$ cat config.mk
export PLATFORM = sky130hd
export DESIGN_NAME = bsd_top
export DESIGN_NICKNAME = d
export VERILOG_FILES = /design/src/rtl/bsd_pkg.sv /design/src/rtl/bsd_tick.sv /design/src/rtl/bsd_top.sv
export SDC_FILE = /design/constraint.sdc
export NUM_CORES = 1
export LEC_CHECK = 0
export BUFFER_PORTS_ARGS = -buffer_cell sky130_fd_sc_hd__buf_2
export CAP_MARGIN = 40
export CORE_AREA = 2 2 112 114
export CTS_BUF_LIST = sky130_fd_sc_hd__clkbuf_8
export CTS_CLUSTER_SIZE = 12
export DETAILED_ROUTE_END_ITERATION = 8
export DIE_AREA = 0 0 114 116
export PLACE_DENSITY = 0.82
export SLEW_MARGIN = 15
export SYNTH_ARGS = -nofsm -noshare
export SYNTH_HDL_FRONTEND = slang
export SYNTH_SLANG_ARGS = --single-unit
export TNS_END_PERCENT = 100
$ cat constraint.sdc
create_clock -name pclk -period 3.55 [get_ports pclk]
set_input_delay 0.355 -clock pclk [delete_from_list [all_inputs] [get_ports pclk]]
set_output_delay 0.355 -clock pclk [all_outputs]
set_load 0.02 [all_outputs]
$ cat src/rtl/bsd_pkg.sv
/*
 Constants for the brake sequencer and direction selector: register map,
 field layouts, reset values and timing counts.
 Assumes a 10 MHz pclk; one millisecond is derived as a tick from it.
*/
//
// Contract
// - Wait time from servo-off to brake, 0..10000 ms, default 500.
// - Speed threshold for brake after servo-off, 0..1000, default 100.
// - Wait interval counts from received servo-off, then brake engages.
// - Brake decision applies priority between wait and speed conditions; the code engages the brake on either condition alone.
// - Brake function mapped onto a sequence output from reset.
// - Brake output line may be remapped to another output function.
// - One direction bit: 0 forward is clockwise, 1 counterclockwise; default 0.
// - At default, forward is clockwise seen from load side.
// - Changing direction inverts incoming pulse commands, no rewiring.
// - Brake release delayed after servo-on, 0..10000 ms, default 0.
// - Actual servo-off delayed after command, 0..10000 ms, default 0.
package bsd_pkg;
   // ------------------------------------------------------------
   // Register map (byte addresses)
   // ------------------------------------------------------------
   localparam logic [7:0] BSD_WAIT_OFS = 8'h00;
   localparam logic [7:0] BSD_SPD_OFS = 8'h04;
   localparam logic [7:0] BSD_REL_OFS = 8'h08;
   localparam logic [7:0] BSD_SOFF_OFS = 8'h0c;
   localparam logic [7:0] BSD_CFG_OFS = 8'h10;
   localparam logic [7:0] BSD_STAT_OFS = 8'h14;
   // ------------------------------------------------------------
   // Field positions and limits
   // ------------------------------------------------------------
   localparam int BSD_TIME_W = 14;
   localparam int BSD_SPD_W = 10;
   localparam int BSD_CFG_DIR_BIT = 0;
   localparam int BSD_CFG_FUNC_LSB = 4;
   localparam int BSD_FUNC_W = 2;
   localparam logic [13:0] BSD_TIME_MAX = 14'h2710;
   localparam logic [9:0] BSD_SPD_MAX = 10'h3e8;
   // Output function select codes
   localparam logic [1:0] BSD_FUNC_BRAKE = 2'h0;
   localparam logic [1:0] BSD_FUNC_SERVO = 2'h1;
   localparam logic [1:0] BSD_FUNC_LOW = 2'h2;
   localparam logic [1:0] BSD_FUNC_HIGH = 2'h3;
   // ------------------------------------------------------------
   // Reset values
   // ------------------------------------------------------------
   localparam logic [13:0] BSD_WAIT_RST = 14'h01f4;
   localparam logic [9:0] BSD_SPD_RST = 10'h064;
   localparam logic [13:0] BSD_REL_RST = 14'h0000;
   localparam logic [13:0] BSD_SOFF_RST = 14'h0000;
   localparam logic BSD_DIR_RST = 1'b0;
   localparam logic [1:0] BSD_FUNC_RST = BSD_FUNC_BRAKE;
   // ------------------------------------------------------------
   // Timing
   // ------------------------------------------------------------
   localparam int BSD_CLK_HZ = 10000000;
   localparam int BSD_TICK_MS = 1;
   localparam int BSD_TICK_CYC = BSD_CLK_HZ / 1000 * BSD_TICK_MS;
   localparam int BSD_DIV_W = 14;
   // ------------------------------------------------------------
   // Sequencer states
   // ------------------------------------------------------------
   typedef enum logic [3:0] {
      BSD_OFF = 4'b0001,
      BSD_RELWAIT = 4'b0010,
      BSD_ON = 4'b0100,
      BSD_OFFWAIT = 4'b1000
   } bsd_state_e;
endpackage

$ cat src/rtl/bsd_tick.sv
/*
 Millisecond tick divider for the brake sequencer.
 Assumes pclk at the package rate; tick is a one-cycle pulse.
*/
`timescale 1ns/1ps
`default_nettype none
module bsd_tick
   import bsd_pkg::*;
(
   // Clock and reset
   input wire logic pclk,
   input wire logic presetn,
   // Tick out
   output logic tick
);
   logic [BSD_DIV_W-1:0] cnt_r, cnt_nxt;
   localparam logic [BSD_DIV_W-1:0] LAST = BSD_DIV_W'(BSD_TICK_CYC - 1);

   always_comb begin
      cnt_nxt = (cnt_r == LAST) ? '0 : cnt_r + 1'b1;
   end

   always_ff @(posedge pclk or negedge presetn) begin
      if (!presetn) begin
         cnt_r <= '0;
      end else begin
         cnt_r <= cnt_nxt;
      end
   end

   assign tick = (cnt_r == LAST);
endmodule
`default_nettype wire

$ cat src/rtl/bsd_top.sv
/*
 Brake sequencing and rotation direction block with an APB register file.
 Assumes APB3 master on pclk, motor speed magnitude and pulse command
 inputs synchronous to pclk, and the servo-on command already debounced.
*/
// Added by the designer: the register addresses and register access over APB.
`timescale 1ns/1ps
`default_nettype none
module bsd_top
   import bsd_pkg::*;
(
   // APB
   input wire logic pclk,
   input wire logic presetn,
   input wire logic psel,
   input wire logic penable,
   input wire logic pwrite,
   input wire logic [7:0] paddr,
   input wire logic [31:0] pwdata,
   output logic [31:0] prdata,
   output logic pready,
   output logic pslverr,
   // Host command and feedback
   input wire logic servo_on_command,
   input wire logic [BSD_SPD_W-1:0] motor_speed,
   // Pulse command in
   input wire logic cmd_pulse,
   input wire logic cmd_dir,
   // Drive side
   output logic servo_enable,
   output logic pulse_out,
   output logic dir_out,
   output logic brake_output,
   output logic seq_output
);
   // ------------------------------------------------------------
   // Registers
   // ------------------------------------------------------------
   logic [BSD_TIME_W-1:0] brake_wait_time_param_r, brake_wait_time_param_nxt;
   logic [BSD_SPD_W-1:0] brake_speed_threshold_param_r;
   logic [BSD_SPD_W-1:0] brake_speed_threshold_param_nxt;
   logic [BSD_TIME_W-1:0] brake_release_delay_param_r;
   logic [BSD_TIME_W-1:0] brake_release_delay_param_nxt;
   logic [BSD_TIME_W-1:0] servo_off_delay_param_r, servo_off_delay_param_nxt;
   logic direction_select_param_r, direction_select_param_nxt;
   logic [BSD_FUNC_W-1:0] func_sel_r, func_sel_nxt;
   logic [31:0] prdata_r, prdata_nxt;
   logic pslverr_r, pslverr_nxt;
   logic wr_en, rd_en, hit, locked;
   logic [31:0] wdat;

   assign wr_en = psel && penable && pwrite;
   assign rd_en = psel && penable && !pwrite;
   assign pready = 1'b1;
   assign prdata = prdata_r;
   assign pslverr = pslverr_r;

   // ------------------------------------------------------------
   // Sequencer signals
   // ------------------------------------------------------------
   bsd_state_e state_r, state_nxt;
   logic [BSD_TIME_W-1:0] wait_cnt_r, wait_cnt_nxt;
   logic [BSD_TIME_W-1:0] soff_cnt_r, soff_cnt_nxt;
   logic servo_en_r, servo_en_nxt;
   logic brake_r, brake_nxt;
   logic tick, wait_done, speed_low, soff_done;

   // Parameters locked while the servo is on
   assign locked = (state_r != BSD_OFF);
   always_comb begin
      hit = 1'b1;
      unique case (paddr)
         BSD_WAIT_OFS, BSD_SPD_OFS, BSD_REL_OFS, BSD_SOFF_OFS,
         BSD_CFG_OFS, BSD_STAT_OFS: hit = 1'b1;
         default: hit = 1'b0;
      endcase
   end

   assign wdat = pwdata;

   always_comb begin
      brake_wait_time_param_nxt = brake_wait_time_param_r;
      brake_speed_threshold_param_nxt = brake_speed_threshold_param_r;
      brake_release_delay_param_nxt = brake_release_delay_param_r;
      servo_off_delay_param_nxt = servo_off_delay_param_r;
      direction_select_param_nxt = direction_select_param_r;
      func_sel_nxt = func_sel_r;
      prdata_nxt = prdata_r;
      pslverr_nxt = 1'b0;
      if (psel && penable) begin
         // Unmapped accesses or locked writes answer with an error
         pslverr_nxt = !hit || (pwrite && locked);
      end
      if (wr_en && !locked) begin
         unique case (paddr)
            BSD_WAIT_OFS: begin
               // Out of range values saturate to the upper limit
               brake_wait_time_param_nxt =
                  (wdat[31:BSD_TIME_W] != '0 ||
                   wdat[BSD_TIME_W-1:0] > BSD_TIME_MAX) ?
                  BSD_TIME_MAX : wdat[BSD_TIME_W-1:0];
            end
            BSD_SPD_OFS: begin
               brake_speed_threshold_param_nxt =
                  (wdat[31:BSD_SPD_W] != '0 ||
                   wdat[BSD_SPD_W-1:0] > BSD_SPD_MAX) ?
                  BSD_SPD_MAX : wdat[BSD_SPD_W-1:0];
            end
            BSD_REL_OFS: begin
               brake_release_delay_param_nxt =
                  (wdat[31:BSD_TIME_W] != '0 ||
                   wdat[BSD_TIME_W-1:0] > BSD_TIME_MAX) ?
                  BSD_TIME_MAX : wdat[BSD_TIME_W-1:0];
            end
            BSD_SOFF_OFS: begin
               servo_off_delay_param_nxt =
                  (wdat[31:BSD_TIME_W] != '0 ||
                   wdat[BSD_TIME_W-1:0] > BSD_TIME_MAX) ?
                  BSD_TIME_MAX : wdat[BSD_TIME_W-1:0];
            end
            BSD_CFG_OFS: begin
               direction_select_param_nxt = wdat[BSD_CFG_DIR_BIT];
               func_sel_nxt =
                  wdat[BSD_CFG_FUNC_LSB +: BSD_FUNC_W];
            end
            default: begin
            end
         endcase
      end
      if (rd_en) begin
         unique case (paddr)
            BSD_WAIT_OFS: prdata_nxt = 32'(brake_wait_time_param_r);
            BSD_SPD_OFS: prdata_nxt = 32'(brake_speed_threshold_param_r);
            BSD_REL_OFS: prdata_nxt = 32'(brake_release_delay_param_r);
            BSD_SOFF_OFS: prdata_nxt = 32'(servo_off_delay_param_r);
            BSD_CFG_OFS: prdata_nxt =
               32'({func_sel_r, 3'h0, direction_select_param_r});
            BSD_STAT_OFS: prdata_nxt =
               32'({brake_r, servo_en_r, state_r});
            default: prdata_nxt = 32'h0000_0000;
         endcase
      end
   end

   always_ff @(posedge pclk or negedge presetn) begin
      if (!presetn) begin
         brake_wait_time_param_r <= BSD_WAIT_RST;
         brake_speed_threshold_param_r <= BSD_SPD_RST;
         brake_release_delay_param_r <= BSD_REL_RST;
         servo_off_delay_param_r <= BSD_SOFF_RST;
         direction_select_param_r <= BSD_DIR_RST;
         func_sel_r <= BSD_FUNC_RST;
         prdata_r <= 32'h0000_0000;
         pslverr_r <= 1'b0;
      end else begin
         brake_wait_time_param_r <= brake_wait_time_param_nxt;
         brake_speed_threshold_param_r <= brake_speed_threshold_param_nxt;
         brake_release_delay_param_r <= brake_release_delay_param_nxt;
         servo_off_delay_param_r <= servo_off_delay_param_nxt;
         direction_select_param_r <= direction_select_param_nxt;
         func_sel_r <= func_sel_nxt;
         prdata_r <= prdata_nxt;
         pslverr_r <= pslverr_nxt;
      end
   end

   // ------------------------------------------------------------
   // Millisecond time base
   // ------------------------------------------------------------
   bsd_tick u_tick (
      .pclk(pclk),
      .presetn(presetn),
      .tick(tick)
   );

   // ------------------------------------------------------------
   // Brake and servo sequencer
   // ------------------------------------------------------------
   // Brake engage: either condition alone suffices, so no ordering
   // between the two can delay the brake.
   assign wait_done = (wait_cnt_r >= brake_wait_time_param_r);
   assign speed_low =
      (motor_speed <= brake_speed_threshold_param_r);
   assign soff_done = (soff_cnt_r >= servo_off_delay_param_r);

   always_comb begin
      state_nxt = state_r;
      wait_cnt_nxt = wait_cnt_r;
      soff_cnt_nxt = soff_cnt_r;
      servo_en_nxt = servo_en_r;
      brake_nxt = brake_r;
      unique case (state_r)
         BSD_OFF: begin
            brake_nxt = 1'b1;
            servo_en_nxt = 1'b0;
            if (servo_on_command) begin
               // Torque first, brake release later
               servo_en_nxt = 1'b1;
               wait_cnt_nxt = '0;
               state_nxt = BSD_RELWAIT;
            end
         end
         BSD_RELWAIT: begin
            if (!servo_on_command) begin
               wait_cnt_nxt = '0;
               soff_cnt_nxt = '0;
               state_nxt = BSD_OFFWAIT;
            end else if (wait_cnt_r >= brake_release_delay_param_r) begin
               brake_nxt = 1'b0;
               state_nxt = BSD_ON;
            end else if (tick) begin
               wait_cnt_nxt = wait_cnt_r + 1'b1;
            end
         end
         BSD_ON: begin
            brake_nxt = 1'b0;
            if (!servo_on_command) begin
               wait_cnt_nxt = '0;
               soff_cnt_nxt = '0;
               state_nxt = BSD_OFFWAIT;
            end
         end
         BSD_OFFWAIT: begin
            if (wait_done || speed_low) begin
               brake_nxt = 1'b1;
            end
            if (soff_done) begin
               servo_en_nxt = 1'b0;
            end
            if (tick && !wait_done) begin
               wait_cnt_nxt = wait_cnt_r + 1'b1;
            end
            if (tick && !soff_done) begin
               soff_cnt_nxt = soff_cnt_r + 1'b1;
            end
            // Servo off completes once both brake and torque are settled
            if ((brake_r || wait_done || speed_low) && soff_done) begin
               brake_nxt = 1'b1;
               servo_en_nxt = 1'b0;
               state_nxt = BSD_OFF;
            end
         end
         default: begin
            brake_nxt = 1'b1;
            servo_en_nxt = 1'b0;
            state_nxt = BSD_OFF;
         end
      endcase
   end

   always_ff @(posedge pclk or negedge presetn) begin
      if (!presetn) begin
         state_r <= BSD_OFF;
         wait_cnt_r <= '0;
         soff_cnt_r <= '0;
         servo_en_r <= 1'b0;
         brake_r <= 1'b1;
      end else begin
         state_r <= state_nxt;
         wait_cnt_r <= wait_cnt_nxt;
         soff_cnt_r <= soff_cnt_nxt;
         servo_en_r <= servo_en_nxt;
         brake_r <= brake_nxt;
      end
   end

   // ------------------------------------------------------------
   // Outputs
   // ------------------------------------------------------------
   logic pulse_r, dir_r, seq_r, seq_nxt;

   always_comb begin
      unique case (func_sel_r)
         BSD_FUNC_BRAKE: seq_nxt = brake_nxt;
         BSD_FUNC_SERVO: seq_nxt = servo_en_nxt;
         BSD_FUNC_LOW: seq_nxt = 1'b0;
         BSD_FUNC_HIGH: seq_nxt = 1'b1;
      endcase
   end

   always_ff @(posedge pclk or negedge presetn) begin
      if (!presetn) begin
         pulse_r <= 1'b0;
         dir_r <= 1'b0;
         seq_r <= 1'b1;
      end else begin
         pulse_r <= cmd_pulse;
         // Default keeps forward as clockwise from the load side
         dir_r <= cmd_dir ^ direction_select_param_r;
         seq_r <= seq_nxt;
      end
   end

   assign pulse_out = pulse_r;
   assign dir_out = dir_r;
   assign brake_output = brake_r;
   assign servo_enable = servo_en_r;
   assign seq_output = seq_r;
endmodule
`default_nettype wire

==> results.json <==
{
  "max_freq_mhz": 342,
  "number_of_pins_with_negative_max_slew_slack_in_the_final_report": 0,
  "worst_setup_hold_path_clk_slew_ns": 0.08,
  "worst_ep_required_time_ns": 3.90,
  "first_drt_iteration_drcs": 598,
  "avgViaCountPerCell": 5.92,
  "grt_antenna_before_repair": 0,
  "power_density_relative_to_cell_area_mw_per_mm2": 446,
  "critPathKind": "flip-flop to flip-flop",
  "filler_cell_count": 960,
  "ios": 97,
  "post-synth-top-area-fraction_pct": 38.4,
  "num_rows": 40,
  "post_drt_wl_per_cell_um": 17.4,
  "synthDistinctLibCells": 61,
  "firstDrtPassIters": 7,
  "synth_warnings": 0,
  "worstRegToRegCells": 9,
  "cts_buffer_depth": 2,
  "port-buffer-count": 77,
  "hold_viol_final": 0,
  "worstReg2RegEnd": "wait_cnt_r[10]",
  "r2r_start": "brake_wait_time_param_r[7]",
  "final.period_utilization_pct": 82.3,
  "outcome": "finished, final reports clean",
  "design_area_mm2": 0.00810,
  "worst_slack_ns": 0.629,
  "netlist_instances": 786,
  "grt_overflow": 0,
  "setup_tns_ns": 0,
  "route.antenna.remaining_nets": 0,
  "p_leak_nw": 3.73,
  "floorplan.die.width_um": 114,
  "antenna_cells_inserted": 0,
  "min_path_type": "input port to flip-flop",
  "grt_setup_unrepaired": "no",
  "htree_levels": 4,
  "syn_area_per_cell_um2": 9.03,
  "min-delay-start": "cmd_dir",
  "finalNetCount": 982,
  "routabilityCongestion": 0.936,
  "detailedPlace.worstSlack_ns": 0.703,
  "core_region_area_mm2": 0.0119,
  "wire_length_of_the_first_global_routing_pass_mm": 29.2,
  "postPlaceCellArea_mm2": 0.00761,
  "largest_net_degree_at_the_start_of_global_routing": 65,
  "drive_gt1_share_pct": 16.8,
  "timing.critical_path.to_type": "flip-flop",
  "numCtsBuffers": 17,
  "route.final.wire_length_mm": 18.0,
  "drc_errors": 0,
  "first_global_vias": 5841,
  "maxCapViolCount": 0,
  "report.final.setup_viol": 0,
  "detailroute.via_count": 6094,
  "post-route-util_pct": 68.0,
  "worst_slew_pin_slew_ns": 0.815,
  "peakVddDrop_v": 0.000279,
  "place.detailed.hpwl_mm": 13.3,
  "power_mw": 3.62,
  "synthesis.area_mm2": 0.00710,
  "hold_depth": 2,
  "die_height_um": 116,
  "synthMostInstantiatedCell": "dfrtp_1",
  "finalWorstPathRequiredPeriod_ns": 2.92,
  "leading_cell_types_by_total_area_after_synthesis": "dfrtp_1 38%, ha_1 9.7%, nand2_1 5.3%",
  "worstPathArrival_ns": 3.27,
  "cp_max_fo": 3,
  "start_kind": "flip-flop",
  "synth-main-ff-cell": "dfrtp_1",
  "synth_enable_flop_cells": 0,
  "sink_count": 121,
  "floorplan.die_area_mm2": 0.0132,
  "fin_worst_skew_ns": 0.0116,
  "hold_path_end": "dir_out",
  "synth_sequential_area_ratio_pct": 42.9,
  "initial_core_util_pct": 59.6,
  "cts_tree": "done",
  "synth-seq-cells": 121,
  "worst_slew_margin_rel_pct": 45.6,
  "ys_async_sr_fraction_pct": 100,
  "area_growth_syn_to_layout_pct": 14.2,
  "post_cts_resized": 0,
  "ys_top_cells_by_count": "109 x dfrtp_1, 101 x nand2_1, 70 x o21ai_0",
  "grt_util_all_layers_pct": 29.0,
  "worst_skew_pair.late_latency_ns": 0.46,
  "root_buffer_master": "clkbuf_8",
  "slack_of_the_worst_reg_to_reg_path_ns": 0.63,
  "post-synth-top-area-cell": "dfrtp_1"
}
==> timing repair <==
action | in CTS | in global routing
hold endpoints to repair | 1 | 59
buffers inserted | 0 | 0
hold buffers | 1 | 1
setup endpoints to repair | 0 | 0
==> sequential cells by signal (all words and copies together) (netlist names), 2 cells and up <==
signal / flops
soff_cnt_r: 14
state_r: 4
brake_release_delay_param_r: 14
brake_speed_threshold_param_r: 10
prdata: 14
servo_off_delay_param_r: 14
u_tick.cnt_r: 14
brake_wait_time_param_r: 14
wait_cnt_r: 14
func_sel_r: 2
==> worst max path at each step <==
stage | slack [ns] | from | end
2_1_floorplan | 0.66 | u_tick.cnt_r[6] | wait_cnt_r[10]
3_3_place_gp | 0.76 | wait_cnt_r[11] | wait_cnt_r[10]
3_5_place_dp | 0.70 | brake_wait_time_param_r[7] | wait_cnt_r[10]
4_1_cts | 0.68 | brake_wait_time_param_r[7] | wait_cnt_r[10]
5_1_grt | 0.50 | brake_wait_time_param_r[7] | wait_cnt_r[12]
6_report | 0.63 | brake_wait_time_param_r[7] | wait_cnt_r[10]
==> metrics by stage <==
stage	std cells	hold WS [ns]
after floorplan	803	0.0594
after global placement	993	0.456
after detailed placement	994	0.471
after CTS	1027	0.0120
after global routing	1029	0.0663
final	1029	0.0678
==> kinds of logic (layout without fill, tap and decap cells) <==
group,count (synthesis),after routing,share of synthesized area (%)
simple gates,284,284,19.5
compound gates,184,184,16.2
flops,121,121,42.9
buf+inv,104,183,6.50
fa+ha+maj,55,55,9.70
xor+xnor,27,27,3.33
mux,9,9,1.87
other cells,2,19,0.106
==> placed cells by master, fill, tap and decap left out, types with 4 or more instances in the layout <==
master     count
a22oi_1       17
o31ai_1        4
bufinv_16      4
nor3_1         8
nor4_1         7
dfrtp_1      109
nor2b_1        9
inv_6          4
nor2_1        63
a31oi_1       10
dfstp_2       12
buf_4         12
ha_1          55
inv_1         59
nand2_1      101
a211oi_1       6
a22o_1         5
nand2b_1      12
clkbuf_8      18
conb_1        19
a2bb2oi_1      6
a21oi_1       36
a221oi_1       7
and2_1         5
o21ai_0       70
xor2_1        19
and3_1        11
nand3_1       24
nand4_1       15
or4_1          5
xnor2_1        8
or3_1          8
buf_2         76
==> power breakdown <==
group / switching (mW) / total, mW / internal [mW]
Sequential: 0.105 / 1.56 / 1.46
Combinational: 0.400 / 0.654 / 0.255
Clock: 0.609 / 1.40 / 0.790
==> layout make-up <==
cell class | count | area (um^2) | share of cell area (%)
multi-input cells | 578 | 3670 | 45.2
flip-flops and latches | 121 | 3040 | 37.5
repair buffers | 93 | 549 | 6.78
clock buffers | 18 | 248 | 3.06
inverters | 58 | 218 | 2.69
clock inverters | 14 | 196 | 2.42
well taps | 147 | 184 | 2.27
==> worst max-delay path, stage by stage (launching register included) <==
cell      delay [ns]
dfstp_2         0.54
inv_1           0.04
ha_1            0.32
a21oi_1         0.14
o21ai_0         0.09
a221oi_1        0.29
o21ai_0         0.21
a211o_1         0.34
or4_1           0.51
mux2_1          0.32
==> routing by layer <==
layer  wire, um  global-route usage, %  vias up
met5          0                      0        -
met4        500                   12.1        0
met3       1370                   6.90       40
met2       8250                   45.2      271
met1       7840                   39.3     2884
li1           -                      -     2899
(Power assumes the default switching activity.)
